===== src/design/tcs_params.svh =====
// Constants of the seven-channel thermocouple scan block: register numbers,
// field positions, reset values and timing counts.
// Assumes inclusion by bare name from every design file that needs them.
`ifndef TCS_PARAMS_SVH
`define TCS_PARAMS_SVH

// Clock and conversion timing
`define TCS_CLK_HZ 250000000
`define TCS_RATE_60 25
`define TCS_RATE_50 20
`define TCS_TIMER_W 24

// Channels and data
`define TCS_NCH 7
`define TCS_DATA_W 16
`define TCS_CH_AW 3

// Register numbers (Modbus holding register numbers)
`define TCS_REG_SLAVE 16'h9c41
`define TCS_REG_UART 16'h9c42
`define TCS_REG_DELAYS 16'h9c43
`define TCS_REG_VERSION 16'h9c61
`define TCS_REG_STATUS 16'h9c70
`define TCS_REG_CH0 16'h9c71
`define TCS_REG_CH6 16'h9c77
`define TCS_REG_MISC 16'h9c9f
`define TCS_REG_FILTER 16'h9ca0
`define TCS_REG_RANGE0 16'h9ca1
`define TCS_REG_RANGE6 16'h9ca7

// Modbus function codes
`define TCS_FN_READ_HOLD 8'h03
`define TCS_FN_READ_INPUT 8'h04
`define TCS_FN_WRITE_ONE 8'h06
`define TCS_FN_WRITE_MANY 8'h10

// Field limits
`define TCS_SLAVE_MAX 8'hdf
`define TCS_FILTER_MAX 8'h3f
`define TCS_MISC_REJ_BIT 0

// Reset values
`define TCS_RST_SLAVE 8'h01
`define TCS_RST_UART 16'h0035
`define TCS_RST_DELAYS 16'h0003
`define TCS_RST_MISC 1'b0
`define TCS_RST_FILTER 8'h00
`define TCS_RST_LAST_CHAN 3'h6

`endif


===== src/design/tcs_pkg.sv =====
// Types of the seven-channel thermocouple scan block.
// Assumes nothing of its surroundings.
package tcs_pkg;

   // Channel range codes; zero disables the channel
   typedef enum logic [7:0] {
      TCS_TC_OFF = 8'h00,
      TCS_TC_J = 8'h01,
      TCS_TC_K = 8'h02,
      TCS_TC_T = 8'h03,
      TCS_TC_E = 8'h04,
      TCS_TC_R = 8'h05,
      TCS_TC_S = 8'h06,
      TCS_TC_B = 8'h07,
      TCS_TC_C = 8'h08
   } tcs_tc_t;

   // Modbus exception answers
   typedef enum logic [7:0] {
      TCS_EXC_NONE = 8'h00,
      TCS_EXC_FUNC = 8'h01,
      TCS_EXC_ADDR = 8'h02,
      TCS_EXC_VALUE = 8'h03
   } tcs_exc_t;

   typedef enum logic [0:0] {
      TCS_ST_WAIT = 1'b0,
      TCS_ST_CONV = 1'b1
   } tcs_scan_st_t;

endpackage : tcs_pkg


===== src/design/tcs_mem_if.sv =====
// Port bundle between the scan controller and its result store.
// Assumes both ends run on the same clock.
`timescale 1ns/1ns
`include "tcs_params.svh"
interface tcs_mem_if #(
   parameter int W = `TCS_DATA_W,
   parameter int AW = `TCS_CH_AW
);
   logic we;
   logic [AW-1:0] waddr;
   logic [W-1:0] wdata;
   logic [AW-1:0] raddr;
   logic [W-1:0] rdata;

   modport ctrl (output we, output waddr, output wdata, output raddr, input rdata);
   modport store (input we, input waddr, input wdata, input raddr, output rdata);
endinterface : tcs_mem_if


===== src/design/tcs_result_mem.sv =====
// Result store: one word per channel, one write and one read port.
// Assumes a single clock; read data appear one edge after the address.
`timescale 1ns/1ns
`include "tcs_params.svh"
module tcs_result_mem #(
   parameter int W = `TCS_DATA_W,
   parameter int D = `TCS_NCH,
   parameter int AW = `TCS_CH_AW
) (
   input wire logic clk,
   input wire logic reset,
   tcs_mem_if.store m
);
   import tcs_pkg::*;

   typedef struct packed {
      logic [D-1:0][W-1:0] word;
      logic [W-1:0] rdata;
   } tcs_mem_st_t;

   tcs_mem_st_t st_q;
   tcs_mem_st_t st_d;

   if (D < 1 || D > (1 << AW)) begin : g_bad_depth
      $error("tcs_result_mem: depth does not fit the address width");
   end

   // Read sees the old word when the same entry is written in that cycle
   always_comb begin
      st_d = st_q;
      st_d.rdata = '0;
      for (int i = 0; i < D; i++) begin
         if (m.raddr == AW'(i)) begin
            st_d.rdata = st_q.word[i];
         end
         if (m.we && m.waddr == AW'(i)) begin
            st_d.word[i] = m.wdata;
         end
      end
   end

   always_ff @(posedge clk) begin
      if (reset) begin
         st_q <= '0;
      end else begin
         st_q <= st_d;
      end
   end

   assign m.rdata = st_q.rdata;

endmodule : tcs_result_mem


===== src/design/tcs_scan.sv =====
// Seven-channel thermocouple scan: slot timer, channel sequencer, converter
// handshake and the Modbus register file behind a register request port.
// Assumes a Modbus RTU engine outside that decodes frames into single
// register requests, and an external 16-bit converter on asynchronous pins.
//
// Overview of operation
// RL1 - Each channel range selects one of eight thermocouple types J K T E R S B C.
// RL2 - Range code zero disables a channel; it never gets a converter slot.
// RL3 - One shared converter with 16-bit results serves all enabled channels.
// RL4 - Twenty-five conversion slots per second in total at 60 Hz rejection, shared by enabled channels.
// RL5 - Slots of disabled channels go to the enabled ones.
// RL6 - Enabled channels are converted in ascending cyclic order, one per slot.
// RL7 - Latest results sit in registers 40049 to 40055, channel 0 lowest.
// RL8 - Result registers answer both function 03 and function 04.
// RL9 - Results are offset binary; zero input reads 0x8000.
// RL10 - Sixty hertz rejection gives 25 slots per second, fifty hertz gives 20.
// RL11 - Reset defaults: slave address 1, 9600 baud, no parity, one stop bit.
// RL12 - Reset defaults: reply delay 3 ms, end-of-query delay 0 ms.
// RL13 - Reset defaults: 60 Hz rejection, both filters zero, type J everywhere.
`timescale 1ns/1ns
`include "tcs_params.svh"
module tcs_scan #(
   parameter int SLOT_CYC_60 = `TCS_CLK_HZ / `TCS_RATE_60,
   parameter int SLOT_CYC_50 = `TCS_CLK_HZ / `TCS_RATE_50,
   parameter logic [15:0] SW_VERSION = 16'h0100
) (
   input wire logic clk,
   input wire logic reset,
   input wire logic req_valid,
   input wire logic req_write,
   input wire logic [7:0] req_func,
   input wire logic [15:0] req_reg,
   input wire logic [15:0] req_wdata,
   output logic rsp_valid,
   output logic [15:0] rsp_rdata,
   output tcs_pkg::tcs_exc_t rsp_exc,
   output logic adc_start,
   output logic [2:0] adc_chan,
   output tcs_pkg::tcs_tc_t adc_tc_type,
   output logic adc_rate_50,
   input wire logic adc_done,
   input wire logic [15:0] adc_data,
   output logic [7:0] cfg_slave_addr,
   output logic [15:0] cfg_uart_setup,
   output logic [15:0] cfg_delays,
   output logic [7:0] cfg_filter
);
   import tcs_pkg::*;

   localparam int TW = `TCS_TIMER_W;
   localparam int NCH = `TCS_NCH;

   if (SLOT_CYC_60 < 4 || SLOT_CYC_50 < 4 ||
       SLOT_CYC_60 >= (1 << TW) || SLOT_CYC_50 >= (1 << TW)) begin : g_bad_slot
      $error("tcs_scan: slot length outside the timer range");
   end

   typedef struct packed {
      tcs_scan_st_t state;
      logic [TW-1:0] timer;
      logic [2:0] cur_chan;
      logic [2:0] last_chan;
      logic [7:0] conv_cnt;
      logic adc_start;
      tcs_tc_t tc_type;
      logic done_s1;
      logic done_s2;
      logic done_s3;
      logic [15:0] data_s1;
      logic [15:0] data_s2;
      logic [7:0] slave;
      logic [15:0] uart;
      logic [15:0] delays;
      logic misc;
      logic [7:0] filter;
      logic [NCH-1:0][7:0] range;
      logic p1_valid;
      logic p1_mem;
      logic [15:0] p1_val;
      tcs_exc_t p1_exc;
      logic rsp_valid;
      logic [15:0] rsp_rdata;
      tcs_exc_t rsp_exc;
   } tcs_scan_reg_t;

   tcs_scan_reg_t st_q;
   tcs_scan_reg_t st_d;
   logic [NCH-1:0] chan_en;
   logic [TW-1:0] slot_lim;
   logic done_edge;

   tcs_mem_if #(.W(`TCS_DATA_W), .AW(`TCS_CH_AW)) mem ();

   tcs_result_mem #(.W(`TCS_DATA_W), .D(NCH), .AW(`TCS_CH_AW)) u_mem (
      .clk(clk),
      .reset(reset),
      .m(mem.store)
   );

   // A channel is enabled whenever its range code is nonzero
   for (genvar g = 0; g < NCH; g++) begin : g_en
      assign chan_en[g] = (st_q.range[g] != TCS_TC_OFF); // [RL2]
   end

   // Next enabled channel after the last one, wrapping after channel 6
   function automatic logic [2:0] tcs_next_chan(input logic [NCH-1:0] en,
                                                input logic [2:0] last);
      int idx;
      logic found;
      logic [2:0] pick;
      idx = 0;
      found = 1'b0;
      pick = last;
      for (int k = 1; k <= NCH; k++) begin
         idx = (int'(last) + k) % NCH;
         if (!found && en[idx]) begin
            pick = 3'(idx); // [RL6] [RL5]
            found = 1'b1;
         end
      end
      return pick;
   endfunction : tcs_next_chan

   assign slot_lim = st_q.misc ? TW'(SLOT_CYC_50) : TW'(SLOT_CYC_60); // [RL10] [RL4]
   assign done_edge = st_q.done_s2 && !st_q.done_s3;

   always_comb begin
      logic slot_tick;
      logic in_data;
      logic in_range;
      logic [2:0] ridx;
      logic fn_ok;
      st_d = st_q;
      slot_tick = 1'b0;
      in_data = (req_reg >= `TCS_REG_CH0) && (req_reg <= `TCS_REG_CH6);
      in_range = (req_reg >= `TCS_REG_RANGE0) && (req_reg <= `TCS_REG_RANGE6);
      ridx = 3'(req_reg - `TCS_REG_RANGE0);
      fn_ok = 1'b0;
      mem.we = 1'b0;
      mem.waddr = st_q.cur_chan;
      mem.wdata = st_q.data_s2;
      mem.raddr = 3'(req_reg - `TCS_REG_CH0);

      // Converter pins cross in through two flops
      st_d.done_s1 = adc_done;
      st_d.done_s2 = st_q.done_s1;
      st_d.done_s3 = st_q.done_s2;
      st_d.data_s1 = adc_data;
      st_d.data_s2 = st_q.data_s1;

      // Slot timer, one tick per conversion slot
      if (st_q.timer >= slot_lim - TW'(1)) begin
         st_d.timer = '0;
         slot_tick = 1'b1; // [RL4] [RL10]
      end else begin
         st_d.timer = st_q.timer + TW'(1);
      end

      st_d.adc_start = 1'b0;
      unique case (st_q.state)
         TCS_ST_WAIT: begin
            if (slot_tick && (chan_en != '0)) begin
               st_d.cur_chan = tcs_next_chan(chan_en, st_q.last_chan); // [RL6] [RL5]
               st_d.tc_type = tcs_tc_t'(st_q.range[st_d.cur_chan]); // [RL1]
               st_d.adc_start = 1'b1;
               st_d.state = TCS_ST_CONV;
            end
         end
         TCS_ST_CONV: begin
            // A slot that ends while the converter is busy is skipped
            if (done_edge) begin
               mem.we = 1'b1; // [RL3] [RL7] [RL9]
               st_d.last_chan = st_q.cur_chan;
               st_d.conv_cnt = st_q.conv_cnt + 8'h01;
               st_d.state = TCS_ST_WAIT;
            end
         end
      endcase

      // Answer stage: registered result two edges after the request
      st_d.rsp_valid = st_q.p1_valid;
      st_d.rsp_exc = st_q.p1_exc;
      st_d.rsp_rdata = st_q.p1_mem ? mem.rdata : st_q.p1_val;

      st_d.p1_valid = req_valid;
      st_d.p1_mem = 1'b0;
      st_d.p1_val = 16'h0000;
      st_d.p1_exc = TCS_EXC_NONE;
      if (req_valid && !req_write) begin
         fn_ok = (req_func == `TCS_FN_READ_HOLD) || (req_func == `TCS_FN_READ_INPUT); // [RL8]
         if (!fn_ok) begin
            st_d.p1_exc = TCS_EXC_FUNC;
         end else if (in_data) begin
            st_d.p1_mem = 1'b1; // [RL7] [RL8]
         end else if (in_range) begin
            st_d.p1_val = {8'h00, st_q.range[ridx]};
         end else begin
            unique case (req_reg)
               `TCS_REG_SLAVE: st_d.p1_val = {8'h00, st_q.slave};
               `TCS_REG_UART: st_d.p1_val = st_q.uart;
               `TCS_REG_DELAYS: st_d.p1_val = st_q.delays;
               `TCS_REG_VERSION: st_d.p1_val = SW_VERSION;
               `TCS_REG_STATUS: st_d.p1_val = {5'h00, st_q.last_chan, st_q.conv_cnt};
               `TCS_REG_MISC: st_d.p1_val = {15'h0000, st_q.misc};
               `TCS_REG_FILTER: st_d.p1_val = {8'h00, st_q.filter};
               default: st_d.p1_exc = TCS_EXC_ADDR;
            endcase
         end
      end else if (req_valid) begin
         fn_ok = (req_func == `TCS_FN_WRITE_ONE) || (req_func == `TCS_FN_WRITE_MANY);
         if (!fn_ok) begin
            st_d.p1_exc = TCS_EXC_FUNC;
         end else if (in_range) begin
            if (req_wdata > 16'(TCS_TC_C)) begin
               st_d.p1_exc = TCS_EXC_VALUE;
            end else begin
               st_d.range[ridx] = req_wdata[7:0]; // [RL1] [RL2]
            end
         end else begin
            unique case (req_reg)
               `TCS_REG_SLAVE: begin
                  if (req_wdata == 16'h0000 || req_wdata > {8'h00, `TCS_SLAVE_MAX}) begin
                     st_d.p1_exc = TCS_EXC_VALUE;
                  end else begin
                     st_d.slave = req_wdata[7:0];
                  end
               end
               `TCS_REG_UART: st_d.uart = req_wdata;
               `TCS_REG_DELAYS: st_d.delays = req_wdata;
               `TCS_REG_MISC: st_d.misc = req_wdata[`TCS_MISC_REJ_BIT]; // [RL10]
               `TCS_REG_FILTER: begin
                  if (req_wdata > {8'h00, `TCS_FILTER_MAX}) begin
                     st_d.p1_exc = TCS_EXC_VALUE;
                  end else begin
                     st_d.filter = req_wdata[7:0];
                  end
               end
               default: st_d.p1_exc = TCS_EXC_ADDR;
            endcase
         end
      end
   end

   always_ff @(posedge clk) begin
      if (reset) begin
         st_q <= '0;
         st_q.state <= TCS_ST_WAIT;
         st_q.last_chan <= `TCS_RST_LAST_CHAN;
         st_q.tc_type <= TCS_TC_J;
         st_q.slave <= `TCS_RST_SLAVE; // [RL11]
         st_q.uart <= `TCS_RST_UART; // [RL11]
         st_q.delays <= `TCS_RST_DELAYS; // [RL12]
         st_q.misc <= `TCS_RST_MISC; // [RL13]
         st_q.filter <= `TCS_RST_FILTER; // [RL13]
         st_q.range <= {NCH{TCS_TC_J}}; // [RL13]
         st_q.p1_exc <= TCS_EXC_NONE;
         st_q.rsp_exc <= TCS_EXC_NONE;
      end else begin
         st_q <= st_d;
      end
   end

   assign rsp_valid = st_q.rsp_valid;
   assign rsp_rdata = st_q.rsp_rdata;
   assign rsp_exc = st_q.rsp_exc;
   assign adc_start = st_q.adc_start;
   assign adc_chan = st_q.cur_chan;
   assign adc_tc_type = st_q.tc_type;
   assign adc_rate_50 = st_q.misc;
   assign cfg_slave_addr = st_q.slave;
   assign cfg_uart_setup = st_q.uart;
   assign cfg_delays = st_q.delays;
   assign cfg_filter = st_q.filter;

   // Cycles since the previous converter start, for the slot spacing check
   logic [TW-1:0] gap_q;
   logic seen_q;
   always_ff @(posedge clk) begin
      if (reset) begin
         gap_q <= '0;
         seen_q <= 1'b0;
      end else if (st_q.adc_start) begin
         gap_q <= '0;
         seen_q <= 1'b1;
      end else if (gap_q != '1) begin
         gap_q <= gap_q + TW'(1);
      end
   end

   a_slot_spacing: assert property (@(posedge clk) disable iff (reset) // [RL4] [RL10]
      (st_q.adc_start && seen_q) |-> (gap_q >= slot_lim - TW'(2)))
      else $error("converter started before a full slot elapsed");

   a_start_enabled: assert property (@(posedge clk) disable iff (reset) // [RL2]
      st_q.adc_start |-> chan_en[st_q.cur_chan])
      else $error("converter started on a disabled channel");

   a_all_on_order: assert property (@(posedge clk) disable iff (reset) // [RL6]
      (st_d.adc_start && chan_en == '1) |=>
      (st_q.cur_chan == ($past(st_q.last_chan) == 3'h6 ? 3'h0 : $past(st_q.last_chan) + 3'h1)))
      else $error("channel order not ascending with all enabled");

   a_type_follows: assert property (@(posedge clk) disable iff (reset) // [RL1]
      st_q.adc_start |-> (8'(st_q.tc_type) == st_q.range[st_q.cur_chan]))
      else $error("converter type differs from channel range");

   a_result_store: assert property (@(posedge clk) disable iff (reset) // [RL7] [RL3]
      (st_q.state == TCS_ST_CONV && done_edge) |->
      (mem.we && mem.wdata == st_q.data_s2) ##1 (st_q.conv_cnt == $past(st_q.conv_cnt) + 8'h01))
      else $error("finished conversion not stored or counted");

   a_read_both_fn: assert property (@(posedge clk) disable iff (reset) // [RL8]
      (req_valid && !req_write && req_reg >= `TCS_REG_CH0 && req_reg <= `TCS_REG_CH6 &&
       (req_func == `TCS_FN_READ_HOLD || req_func == `TCS_FN_READ_INPUT))
      |-> ##2 (rsp_valid && rsp_exc == TCS_EXC_NONE))
      else $error("result read refused");

   a_bad_fn: assert property (@(posedge clk) disable iff (reset) // [RL8]
      (req_valid && !req_write && req_func != `TCS_FN_READ_HOLD &&
       req_func != `TCS_FN_READ_INPUT) |-> ##2 (rsp_valid && rsp_exc == TCS_EXC_FUNC))
      else $error("read with wrong function not refused");

   a_comm_defaults: assert property (@(posedge clk) // [RL11]
      $fell(reset) |-> (cfg_slave_addr == 8'h01 && cfg_uart_setup == 16'h0035))
      else $error("communication defaults wrong after reset");

   a_delay_defaults: assert property (@(posedge clk) // [RL12]
      $fell(reset) |-> (cfg_delays == 16'h0003))
      else $error("delay defaults wrong after reset");

   a_filt_defaults: assert property (@(posedge clk) // [RL13]
      $fell(reset) |-> (!adc_rate_50 && cfg_filter == 8'h00 && st_q.range == {NCH{8'h01}}))
      else $error("filter or range defaults wrong after reset");

endmodule : tcs_scan


===== config.mk =====
export PLATFORM = sky130hd
export DESIGN_NAME = tcs_scan
export DESIGN_NICKNAME = d
export VERILOG_FILES = /design/src/design/tcs_pkg.sv /design/src/design/tcs_mem_if.sv /design/src/design/tcs_result_mem.sv /design/src/design/tcs_scan.sv
export VERILOG_INCLUDE_DIRS = /design/src /design/src/design
export SDC_FILE = /design/constraint.sdc
export NUM_CORES = 1
export LEC_CHECK = 0
export ABC_AREA = 1
export BUFFER_PORTS_ARGS = -buffer_cell sky130_fd_sc_hd__buf_2
export CAP_MARGIN = 20
export CORE_MARGIN = 5
export CORE_UTILIZATION = 45
export DETAILED_ROUTE_END_ITERATION = 12
export PLACE_DENSITY_LB_ADDON = 0.1
export SYNTH_ARGS = -nofsm -noshare
export SYNTH_HDL_FRONTEND = slang
export SYNTH_SLANG_ARGS = --single-unit

===== constraint.sdc =====
create_clock -name clk -period 4.4 [get_ports clk]
set_input_delay 0 -clock clk [delete_from_list [all_inputs] [get_ports clk]]
set_output_delay 0 -clock clk [all_outputs]
set_load 0.1 [all_outputs]

==> flow_metrics.env, run 1 <==
export IMPL_min_path_type="input pin to flop"
export IMPL_skew_ns=0.0158
export IMPL_synth_simple_area_share=0.275
export IMPL_synth_edf_count=0
export IMPL_met2_length_um=24900
export IMPL_crit_required_ns=4.88
export IMPL_drv_cap=0
export IMPL_die_w_um=209
export IMPL_outcome="finished clean"
export IMPL_n_antenna_cell=0
export IMPL_max_clock_freq_mhz=249
export IMPL_startpoint_type="flop"
export IMPL_boundaryPins=147
export IMPL_clk_latency_ns=0.56
export IMPL_power_density_mw_per_mm2=334
export IMPL_critical_path_class="flop to flop"
export IMPL_grt_pass1_wl_um=86100
export IMPL_start_util=0.457
export IMPL_place_gp_congestion=0.979
export IMPL_die_area_mm2=0.0435
export IMPL_cts_tree="done"
export IMPL_wl_met3_um=3070
export IMPL_final_antenna_net_count=0
export IMPL_htree_levels=2
export IMPL_regArea_mm2=0.00711
export IMPL_async_flop_share=0
export IMPL_nets=2718
export IMPL_fin_crit_ns=4.02
export IMPL_routed_top_layer="met4"
export IMPL_root_buffer="clkbuf_16"
export IMPL_drive_above_1_share=0.117
export IMPL_vdd_drop_max_uv=344
export IMPL_placed_area_mm2=0.0184
export IMPL_worst_path_most_repeated_cell="nand2_1"
export IMPL_ys_ff_latch=355
export IMPL_vias=16900
export IMPL_synth_area_mm2=0.0177
export IMPL_avgSynthCellArea_um2=7.01
export IMPL_leakagePower_uw=0.00911
export IMPL_netlist_top_cells_area="dfxtp_1, nor2_1, nand2_1"
export IMPL_synthAdderAreaFrac=0.0268
export IMPL_overflow=0
export IMPL_synthMuxAreaShare=0.00902
export IMPL_viasPerCell=5.34
export IMPL_synth_compound_area_frac=0.162
export IMPL_grt_max_degree=157
export IMPL_ctsLongestPathBuffers=3
export IMPL_final_hold_viol_count=0
export IMPL_rsz0062_at_grt="false"
export IMPL_slew_headroom=0.325
export IMPL_multi_input_area_mm2=0.00855
export IMPL_report_final_slew_viol_count=0
export IMPL_grt_util_all_layers=0.240
export IMPL_synth_top_family_by_area="simple AND/OR/NAND/NOR gates"
export IMPL_synth_top_cell_area_share=0.400
export IMPL_synth_top_area_cell="dfxtp_1"
export IMPL_fin_hold_ws_ns=0.0425
export IMPL_ys_types=58
export IMPL_synth_flop_cell="dfxtp_1"
export IMPL_rows=72
export IMPL_clkTransAtPathRegs_ns=0.06
export IMPL_drc=0
export IMPL_critPathCaptureType="flop"
export IMPL_n_fill_cell=3888
export IMPL_first_global_vias=15900
export IMPL_post_route_cell_area_mm2=0.0202
export IMPL_portBuffers=140
export IMPL_crit_arrival_ns=4.50
export IMPL_synth_seq_area_share=0.400
export IMPL_yosys_warnings=0
export IMPL_wire_per_inst_um=17.2
export IMPL_power_uw=6740
export IMPL_die_h_um=209
export IMPL_drt_met1_wl_um=24500
export IMPL_synthXorXnorAreaFrac=0.00592
export IMPL_totalWireLength_um=54500
export IMPL_hpwl_um=39400
export IMPL_fin_setup_tns_ns=0
export IMPL_first_iter_violations=1422
export IMPL_clock_sinks=355
export IMPL_synth_cells=2531
export IMPL_drt_first_pass_iters=6
export IMPL_worst_slew_pin_slew_ns=1.01
export IMPL_cp_max_fo=26
export IMPL_max_stage_delay_ns=0.35
export IMPL_cp_slowest_cell="dfxtp_2"
export IMPL_cts_made_buffers=38
export IMPL_syn_to_final_growth_pct=13.6
export IMPL_period_share=0.914
export IMPL_antenna_found_initial=0
export IMPL_core_area_mm2=0.0388
export IMPL_setup_violations=0
Yosys cell counts, drive strengths merged (13+ instances only):
cell type,instances
ha,38
nand3,214
inv,290
nand2,377
buf,98
nand4,27
a31oi,40
o21ai,275
clkbuf,84
mux2i,16
o211ai,19
o22ai,14
nor2,412
a221oi,13
nor3,40
a21oi,136
dfxtp,355
final cells by class:
| class | instances | share of cell area |
|---|---|---|
| clock buffers | 57 | 0.0552 |
| clock inverters | 12 | 0.00670 |
| inverters | 301 | 0.0563 |
| multi-input cells | 1698 | 0.424 |
| flip-flops and latches | 355 | 0.353 |
| well taps | 518 | 0.0321 |
| repair buffers | 225 | 0.0730 |
repair_timing:
action / 4_1_cts / 5_1_grt
hold endpoints to repair: 90 / 0
hold buffers: 44 / 0
setup buffers: 0 / 4
resized for setup: 0 / 8
setup endpoints to repair: 0 / 9
final timing paths:
| path | from | end | slack, ns | cells after the start |
|---|---|---|---|---|
| worst max-delay path | st_q[209] | adc_tc_type[5] | 0.38 | 31 |
| worst min-delay path | req_func[1] | st_d[1] | 0.04 | 7 |
| worst max register to register | st_q[209] | adc_tc_type[5] | 0.38 | 31 |
| worst min register to register | st_d[157] | mem.wdata[1] | 0.40 | 2 |
through the flow:
stage	utilization	std cells	worst slack, ns
global placement	0.473	3048	0.285
CTS	0.517	3161	0.159
detailed placement	0.473	3048	0.185
global route	0.519	3166	0.00434
finish	0.519	3166	0.380
floorplan	-	2536	0.391
per-layer routing:
| layer | vias to the layer above | track usage |
|---|---|---|
| li1 | 8414 | - |
| met1 | 7804 | 0.325 |
| met2 | 568 | 0.393 |
| met3 | 105 | 0.0321 |
| met4 | 0 | 0.0916 |
| met5 | - | 0 |
logic make-up (layout without fill, tap and decap cells):
group / count (synthesis) / in the layout
simple gates: 1105 / 1105
flops: 355 / 355
mux: 16 / 16
fa+ha+maj: 38 / 38
xor+xnor: 12 / 12
buf+inv: 483 / 595
compound gates: 521 / 521
other cells: 1 / 6
placed cells by master, fill, tap and decap left out, drive strengths merged, types with 4 or more instances in the layout:
master / Yosys / final
buf: 98 / 181
a22oi: 5 / 5
clkinv: 11 / 18
conb: 1 / 6
o221ai: 9 / 9
ha: 38 / 38
or2: 10 / 10
mux2i: 16 / 16
a21oi: 136 / 136
o21ai: 275 / 275
xor2: 11 / 11
nor2: 412 / 412
a221oi: 13 / 13
dfxtp: 355 / 355
nor4: 9 / 9
dlygate4sd3: 0 / 44
o211ai: 19 / 19
a31oi: 40 / 40
a211oi: 4 / 4
clkbuf: 84 / 57
nand3: 214 / 214
nand4: 27 / 27
o22ai: 14 / 14
nor3b: 10 / 10
nand2: 377 / 377
nor3: 40 / 40
inv: 290 / 293
where the power goes:
| group | switching [uW] | leakage (uW) | internal [uW] |
|---|---|---|---|
| clock | 1340 | 0.000612 | 1830 |
| combinational | 208 | 0.00562 | 97.4 |
| sequential | 20.6 | 0.00287 | 3240 |
| total | 1570 | 0.00911 | 5170 |
flip-flops by register name, summed over array words and instances (netlist names):
| name | cells |
|---|---|
| cfg_slave_addr | 8 |
| adc_chan | 3 |
| cfg_uart_setup | 16 |
| rsp_rdata | 16 |
| cfg_delays | 16 |
| rsp_valid | 1 |
| adc_tc_type | 8 |
| u_mem.st_q | 112 |
| rsp_exc | 2 |
| adc_rate_50 | 1 |
| adc_start | 1 |
| mem.wdata | 16 |
| cfg_filter | 8 |
| u_mem.m.rdata | 16 |
| st_d | 21 |
| st_q | 110 |
critical path, delay by kind of cell (launching register included):
kind	cells	cell delay, ns
and+or+nand+nor	23	2.34
adders and majority gates	3	0.72
buffers and inverters	4	0.41
DFF	1	0.35
AOI/OAI and AO/OA	1	0.12
Note: power is estimated with default switching activity, not from simulation.
==> inputs of run 2 (changes only) <==
Clock period 4.4 ns to 3.8 ns, I/O delays scaled along.
==> run 2 against run 1 <==
Against the previous run:
- first-iteration DRC count is 3.8% higher
- die area is the same
- clock power is 15% higher
- sequential share of layout area shrank 1.3 points
- clock skew decreased by 0.0061 ns
- utilization increased by 2.1 points
- global-route usage decreased by 0.36 points
- via count is 1.1% higher
- largest power group unchanged
==> flow_metrics.env, run 2 (same netlist as run 1, synthesis figures left out) <==
export IMPL_power_density_mw_per_mm2=370
export IMPL_top_register="u_mem.st_q"
export IMPL_drt_met1_wl_um=24300
export IMPL_core_area_mm2=0.0388
export IMPL_hpwl_um=39200
export IMPL_wl_met3_um=3400
export IMPL_ctsLongestPathBuffers=3
export IMPL_first_iter_violations=1476
export IMPL_critical_path_class="flop to flop"
export IMPL_grt_util_all_layers=0.237
export IMPL_crit_required_ns=4.27
export IMPL_report_final_slew_viol_count=0
export IMPL_nets=2755
export IMPL_antenna_found_initial=1
export IMPL_boundaryPins=147
export IMPL_met2_length_um=24900
export IMPL_critPathLaunch="st_q[209]"
export IMPL_cp_max_fo=21
export IMPL_setup_violations=0
export IMPL_outcome="finished clean"
export IMPL_cts_made_buffers=38
export IMPL_final_hold_viol_count=0
export IMPL_final_cells=3200
export IMPL_layout_common_cells="nor2_1, dfxtp_1, nand2_1"
export IMPL_vdd_drop_max_uv=300
export IMPL_clock_sinks=355
export IMPL_viasPerCell=5.34
export IMPL_vias=17100
export IMPL_drt_first_pass_iters=6
export IMPL_setup_ws_ns=0.136
export IMPL_slew_headroom=0.351
export IMPL_worstSetupEndpoint="adc_tc_type[2]"
export IMPL_dp_cells=3071
export IMPL_totalWireLength_um=54300
export IMPL_leakagePower_uw=0.00936
export IMPL_place_gp_congestion=0.949
export IMPL_crit_arrival_ns=4.13
export IMPL_portBuffers=140
export IMPL_grt_max_degree=131
export IMPL_cts_tree="done"
export IMPL_rr_worst_depth=27
export IMPL_critPathCaptureType="flop"
export IMPL_root_buffer="clkbuf_16"
export IMPL_largest_register_ffs=112
export IMPL_worst_slew_pin_slew_ns=0.971
export IMPL_clkTransAtPathRegs_ns=0.06
export IMPL_drv_cap=0
export IMPL_clk_latency_ns=0.54
export IMPL_min_path_type="input pin to flop"
export IMPL_min_delay_start="req_reg[5]"
export IMPL_grt_pass1_wl_um=85000
export IMPL_die_w_um=209
export IMPL_post_route_cell_area_mm2=0.0210
export IMPL_die_area_mm2=0.0435
export IMPL_r2r_end="adc_tc_type[2]"
export IMPL_overflow=0
export IMPL_period_share=0.964
export IMPL_start_util=0.457
export IMPL_n_fill_cell=3815
export IMPL_htree_levels=2
export IMPL_rows=72
export IMPL_regArea_mm2=0.00712
export IMPL_syn_to_final_growth_pct=18.3
export IMPL_final_common_cell="nor2_1"
export IMPL_placed_area_mm2=0.0186
export IMPL_n_antenna_cell=0
export IMPL_routed_top_layer="met4"
export IMPL_final_antenna_net_count=0
export IMPL_drive_above_1_share=0.155
export IMPL_fin_setup_tns_ns=0
export IMPL_rr_startpoint="st_q[209]"
export IMPL_first_global_vias=15800
export IMPL_ff2ff_setup_slack_ns=0.14
export IMPL_skew_ns=0.00975
export IMPL_drc=0
export IMPL_multi_input_area_mm2=0.00899
export IMPL_fin_util=0.541
export IMPL_startpoint_type="flop"
export IMPL_die_h_um=209
export IMPL_dp_slack_ns=-0.111
export IMPL_fin_crit_ns=3.66
export IMPL_max_clock_freq_mhz=273
export IMPL_wire_per_inst_um=17.0
## run 2: worst min-delay path by stage
stage | to | slack [ns] | cells past startpoint
4_1_cts | st_d[1] | 0.05 | 7
6_report | adc_rate_50 | 0.10 | 7
3_3_place_gp | st_d[160] | 0.20 | 3
2_1_floorplan | st_d[156] | 0.11 | 2
5_1_grt | st_d[1] | 0.10 | 7
3_5_place_dp | st_d[157] | 0.21 | 3
## run 2: area by class of cell
class,count,area share
Inverter,301,0.0548
Clock inverter,7,0.00423
Multi-Input combinational cell,1699,0.428
Sequential cell,355,0.339
Clock buffer,59,0.0548
Tap cell,518,0.0309
Timing Repair Buffer,261,0.0881
## run 2: stage by stage
| stage | hold WS, ns | power, uW |
|---|---|---|
| 6_report | 0.104 | 7770 |
| 5_1_grt | 0.105 | 8060 |
| 4_1_cts | 0.0506 | 7860 |
| 3_5_place_dp | 0.206 | 4170 |
| 3_3_place_gp | 0.200 | 4170 |
| 2_1_floorplan | 0.107 | 4060 |
## run 2: what timing repair did
action,in CTS,in global routing
gates cloned,0,4
pin swaps,1,44
endpoints found under the hold margin,92,0
endpoints found under the setup margin,8,10
hold buffers,42,0
setup buffers,0,15
gates resized for setup,11,110
## run 2: power breakdown
| part | internal [uW] | total, uW | leakage [uW] | switching, uW |
|---|---|---|---|---|
| logic | 110 | 348 | 0.00588 | 238 |
| clock network | 2160 | 3650 | 0.000608 | 1500 |
| registers | 3750 | 3770 | 0.00287 | 24.2 |
| total | 6020 | 7770 | 0.00936 | 1760 |
## run 2: layer usage
metal | GRT usage | vias to the layer above
met5 | 0 | -
met4 | 0.0738 | 0
met3 | 0.0303 | 109
met2 | 0.387 | 590
met1 | 0.327 | 7888
li1 | - | 8485
## run 2: critical path, stage by stage, from the launching register on
cell	delay, ns
dfxtp_4	0.40
inv_4	0.05
ha_4	0.34
inv_4	0.06
ha_4	0.16
ha_4	0.15
inv_2	0.07
nand2_1	0.07
nand2_2	0.09
nand3_4	0.13
nand2_8	0.14
nand2_1	0.12
o21ai_4	0.13
nand3_2	0.11
nand3_2	0.10
nand2_4	0.09
nor2_8	0.17
nand3_4	0.12
nor2_1	0.22
a21oi_1	0.12
nand2_1	0.12
nand2_4	0.08
buf_12	0.16
nor2_1	0.11
nor2_1	0.05
nand2_1	0.05
nand2_1	0.05
a21oi_1	0.11
==> inputs of run 3 (changes only) <==
Settings changed: GPL_ROUTABILITY_DRIVEN set to 0, SYNTH_HIERARCHICAL set to 1.
==> run 3 against run 2 <==
Against the previous run:
- the flow now finishes with violations (negative setup slack)
- non-clock buffer count rose by 76
- synthesized cell count rose by 4.6%
- highest routed layer unchanged
- cell count increased by 5.8%
- sequential power hardly changed
- final area is 6.6% higher
- largest power group is now clock
- largest cell class unchanged
- first-iteration DRC count rose by 3.5%
- count of clock-buffer cells in the layout is 3 lower
- die area increased by 3.5%
- flip-flop and latch count stayed put
- worst hold slack got worse by 0.022 ns
==> flow_metrics.env, run 3 <==
export IMPL_boundaryPins=147
export IMPL_antenna_found_initial=1
export IMPL_synth_flop_cell="dfxtp_1"
export IMPL_critical_path_class="flop to flop"
export IMPL_period_share=1.01
export IMPL_totalWireLength_um=56400
export IMPL_yosysMostFrequentCell="nand2_1"
export IMPL_crit_arrival_ns=4.35
export IMPL_setup_ws_ns=-0.0329
export IMPL_yosys_warnings=6
export IMPL_report_final_slew_viol_count=0
export IMPL_die_h_um=212
export IMPL_startpoint_type="flop"
export IMPL_synth_common_cells="nand2_1, dfxtp_1, inv_1, nor2_1, a21oi_1"
export IMPL_netlist_top_cells_area="dfxtp_1, nand2_1, inv_1"
export IMPL_root_buffer="clkbuf_16"
export IMPL_clock_sinks=355
export IMPL_avgSynthCellArea_um2=6.95
export IMPL_vias=18000
export IMPL_die_area_mm2=0.0450
export IMPL_synth_area_mm2=0.0184
export IMPL_max_clock_freq_mhz=261
export IMPL_grt_max_degree=85
export IMPL_layout_common_cells="nand2_1, dfxtp_1, inv_1"
export IMPL_rows=74
export IMPL_leakagePower_uw=0.00991
export IMPL_overflow=0
export IMPL_synth_seq_area_share=0.386
export IMPL_placed_area_mm2=0.0195
export IMPL_n_fill_cell=3928
export IMPL_drc=0
export IMPL_ff2ff_setup_slack_ns=-0.03
export IMPL_hpwl_um=39200
export IMPL_routed_top_layer="met4"
export IMPL_cts_tree="done"
export IMPL_largest_register_ffs=112
export IMPL_final_antenna_net_count=0
export IMPL_wl_met3_um=3330
export IMPL_crit_required_ns=4.31
export IMPL_synth_top_area_cell="dfxtp_1"
export IMPL_htree_levels=2
export IMPL_violations="negative setup slack"
export IMPL_core_area_mm2=0.0406
export IMPL_synth_top_cell_area_share=0.386
export IMPL_power_density_mw_per_mm2=361
export IMPL_cp_slowest_cell="dfxtp_4"
export IMPL_drive_above_1_share=0.199
export IMPL_cp_max_fo=8
export IMPL_skew_ns=0.0240
export IMPL_first_iter_violations=1527
export IMPL_worst_slew_pin_slew_ns=1.04
export IMPL_drv_cap=0
export IMPL_ys_types=59
export IMPL_first_global_vias=16800
export IMPL_portBuffers=140
export IMPL_post_route_cell_area_mm2=0.0224
export IMPL_outcome="finished, violations left"
export IMPL_async_flop_share=0
export IMPL_clkTransAtPathRegs_ns=0.07
export IMPL_final_common_cell="nand2_1"
export IMPL_ys_ff_latch=355
export IMPL_wire_per_inst_um=16.7
export IMPL_critPathCaptureType="flop"
export IMPL_fin_crit_ns=3.83
export IMPL_viasPerCell=5.32
export IMPL_met2_length_um=27000
export IMPL_syn_to_final_growth_pct=21.6
export IMPL_worst_path_most_repeated_cell="nand2_1"
export IMPL_min_path_type="input pin to flop"
export IMPL_rsz0062_at_grt="true"
export IMPL_drt_first_pass_iters=6
export IMPL_crit_family="simple AND/OR/NAND/NOR gates"
export IMPL_final_hold_viol_count=0
export IMPL_power_uw=8090
export IMPL_drt_met1_wl_um=24000
export IMPL_max_stage_delay_ns=0.41
export IMPL_nets=2921
export IMPL_synth_edf_count=0
export IMPL_cts_made_buffers=40
export IMPL_synth_cells=2647
export IMPL_top_register="u_mem/st_q"
export IMPL_start_util=0.453
export IMPL_die_w_um=212
export IMPL_grt_pass1_wl_um=87000
export IMPL_fin_util=0.550
export IMPL_slew_headroom=0.307
export IMPL_clk_latency_ns=0.56
export IMPL_crit_buf_inv=6
export IMPL_setup_violations=4
export IMPL_fin_hold_ws_ns=0.0819
export IMPL_grt_util_all_layers=0.236
export IMPL_ctsLongestPathBuffers=3
export IMPL_vdd_drop_max_uv=272
[run 3: cell count changes after synthesis, moves of 29 or more]
cell and change:
a21oi_1 +56, nor2_1 -137, nand2_1 +187, inv_1 +66, buf_4 +29, a31oi_1 -38
nand4_1 +62, a211oi_1 +35, o21ai_0 -131
[run 3: report_power, final]
group / leakage (uW) / total [uW] / internal (uW) / switching [uW]
registers: 0.00287 / 3770 / 3750 / 25.2
clock network: 0.000674 / 3920 / 2340 / 1580
logic: 0.00637 / 388 / 113 / 275
[run 3: stage by stage]
step           TNS (ns)  instances  worst slack (ns)
4_1_cts               0       3354           0.00565
6_report        -0.0958       3385           -0.0329
5_1_grt           -2.45       3385            -0.287
3_5_place_dp      -1.05       3227            -0.137
3_3_place_gp     -0.193       3226           -0.0396
2_1_floorplan         0       2652           0.00117
[run 3: cells by family (layout without fill, tap and decap cells)]
logic type / after synthesis / in the layout / synth area share
simple gates: 1199 / 1199 / 0.293
compound gates: 461 / 461 / 0.143
flops: 355 / 355 / 0.386
other cells: 1 / 7 / 0.000204
fa+ha+maj: 40 / 40 / 0.0272
xor+xnor: 13 / 13 / 0.00660
buf+inv: 577 / 777 / 0.144
mux: 1 / 1 / 0.000748
[run 3: per-layer routing]
layer,GRT usage,vias to the layer above
met5,0,-
met4,0.0801,0
met3,0.0347,139
met2,0.398,585
met1,0.312,8405
li1,-,8865
[run 3: worst paths after layout]
kind                                  from             end  depth (start not counted)
worst max-delay path             st_q[209]  adc_tc_type[6]                         32
worst min register to register   st_d[168]   mem.wdata[12]                          2
worst min-delay path            req_reg[7]        st_q[36]                          7
worst max register to register   st_q[209]  adc_tc_type[6]                         32
[run 3: cell type report]
class,count,area (um^2),area share
sequential,355,7120,0.318
clock inverter,18,156,0.00699
clock buffer,56,1190,0.0534
multi-input combinational,1720,9380,0.419
timing repair buffer,337,2470,0.110
antenna,1,2.50,0.000112
tap,532,666,0.0298
inverter,366,1390,0.0620
[run 3: tightest hold or removal path: cells and delay by family]
family	cells	cell delay, ns
compound gates	1	0.05
simple gates	4	0.35
buf+inv	2	0.18
[run 3: timing repair]
action	CTS	global route
buffers inserted	0	27
pin swaps	2	86
resized for setup	20	174
endpoints found under the setup margin	9	11
hold buffers	53	0
hold endpoints to repair	113	0
gates cloned	0	4
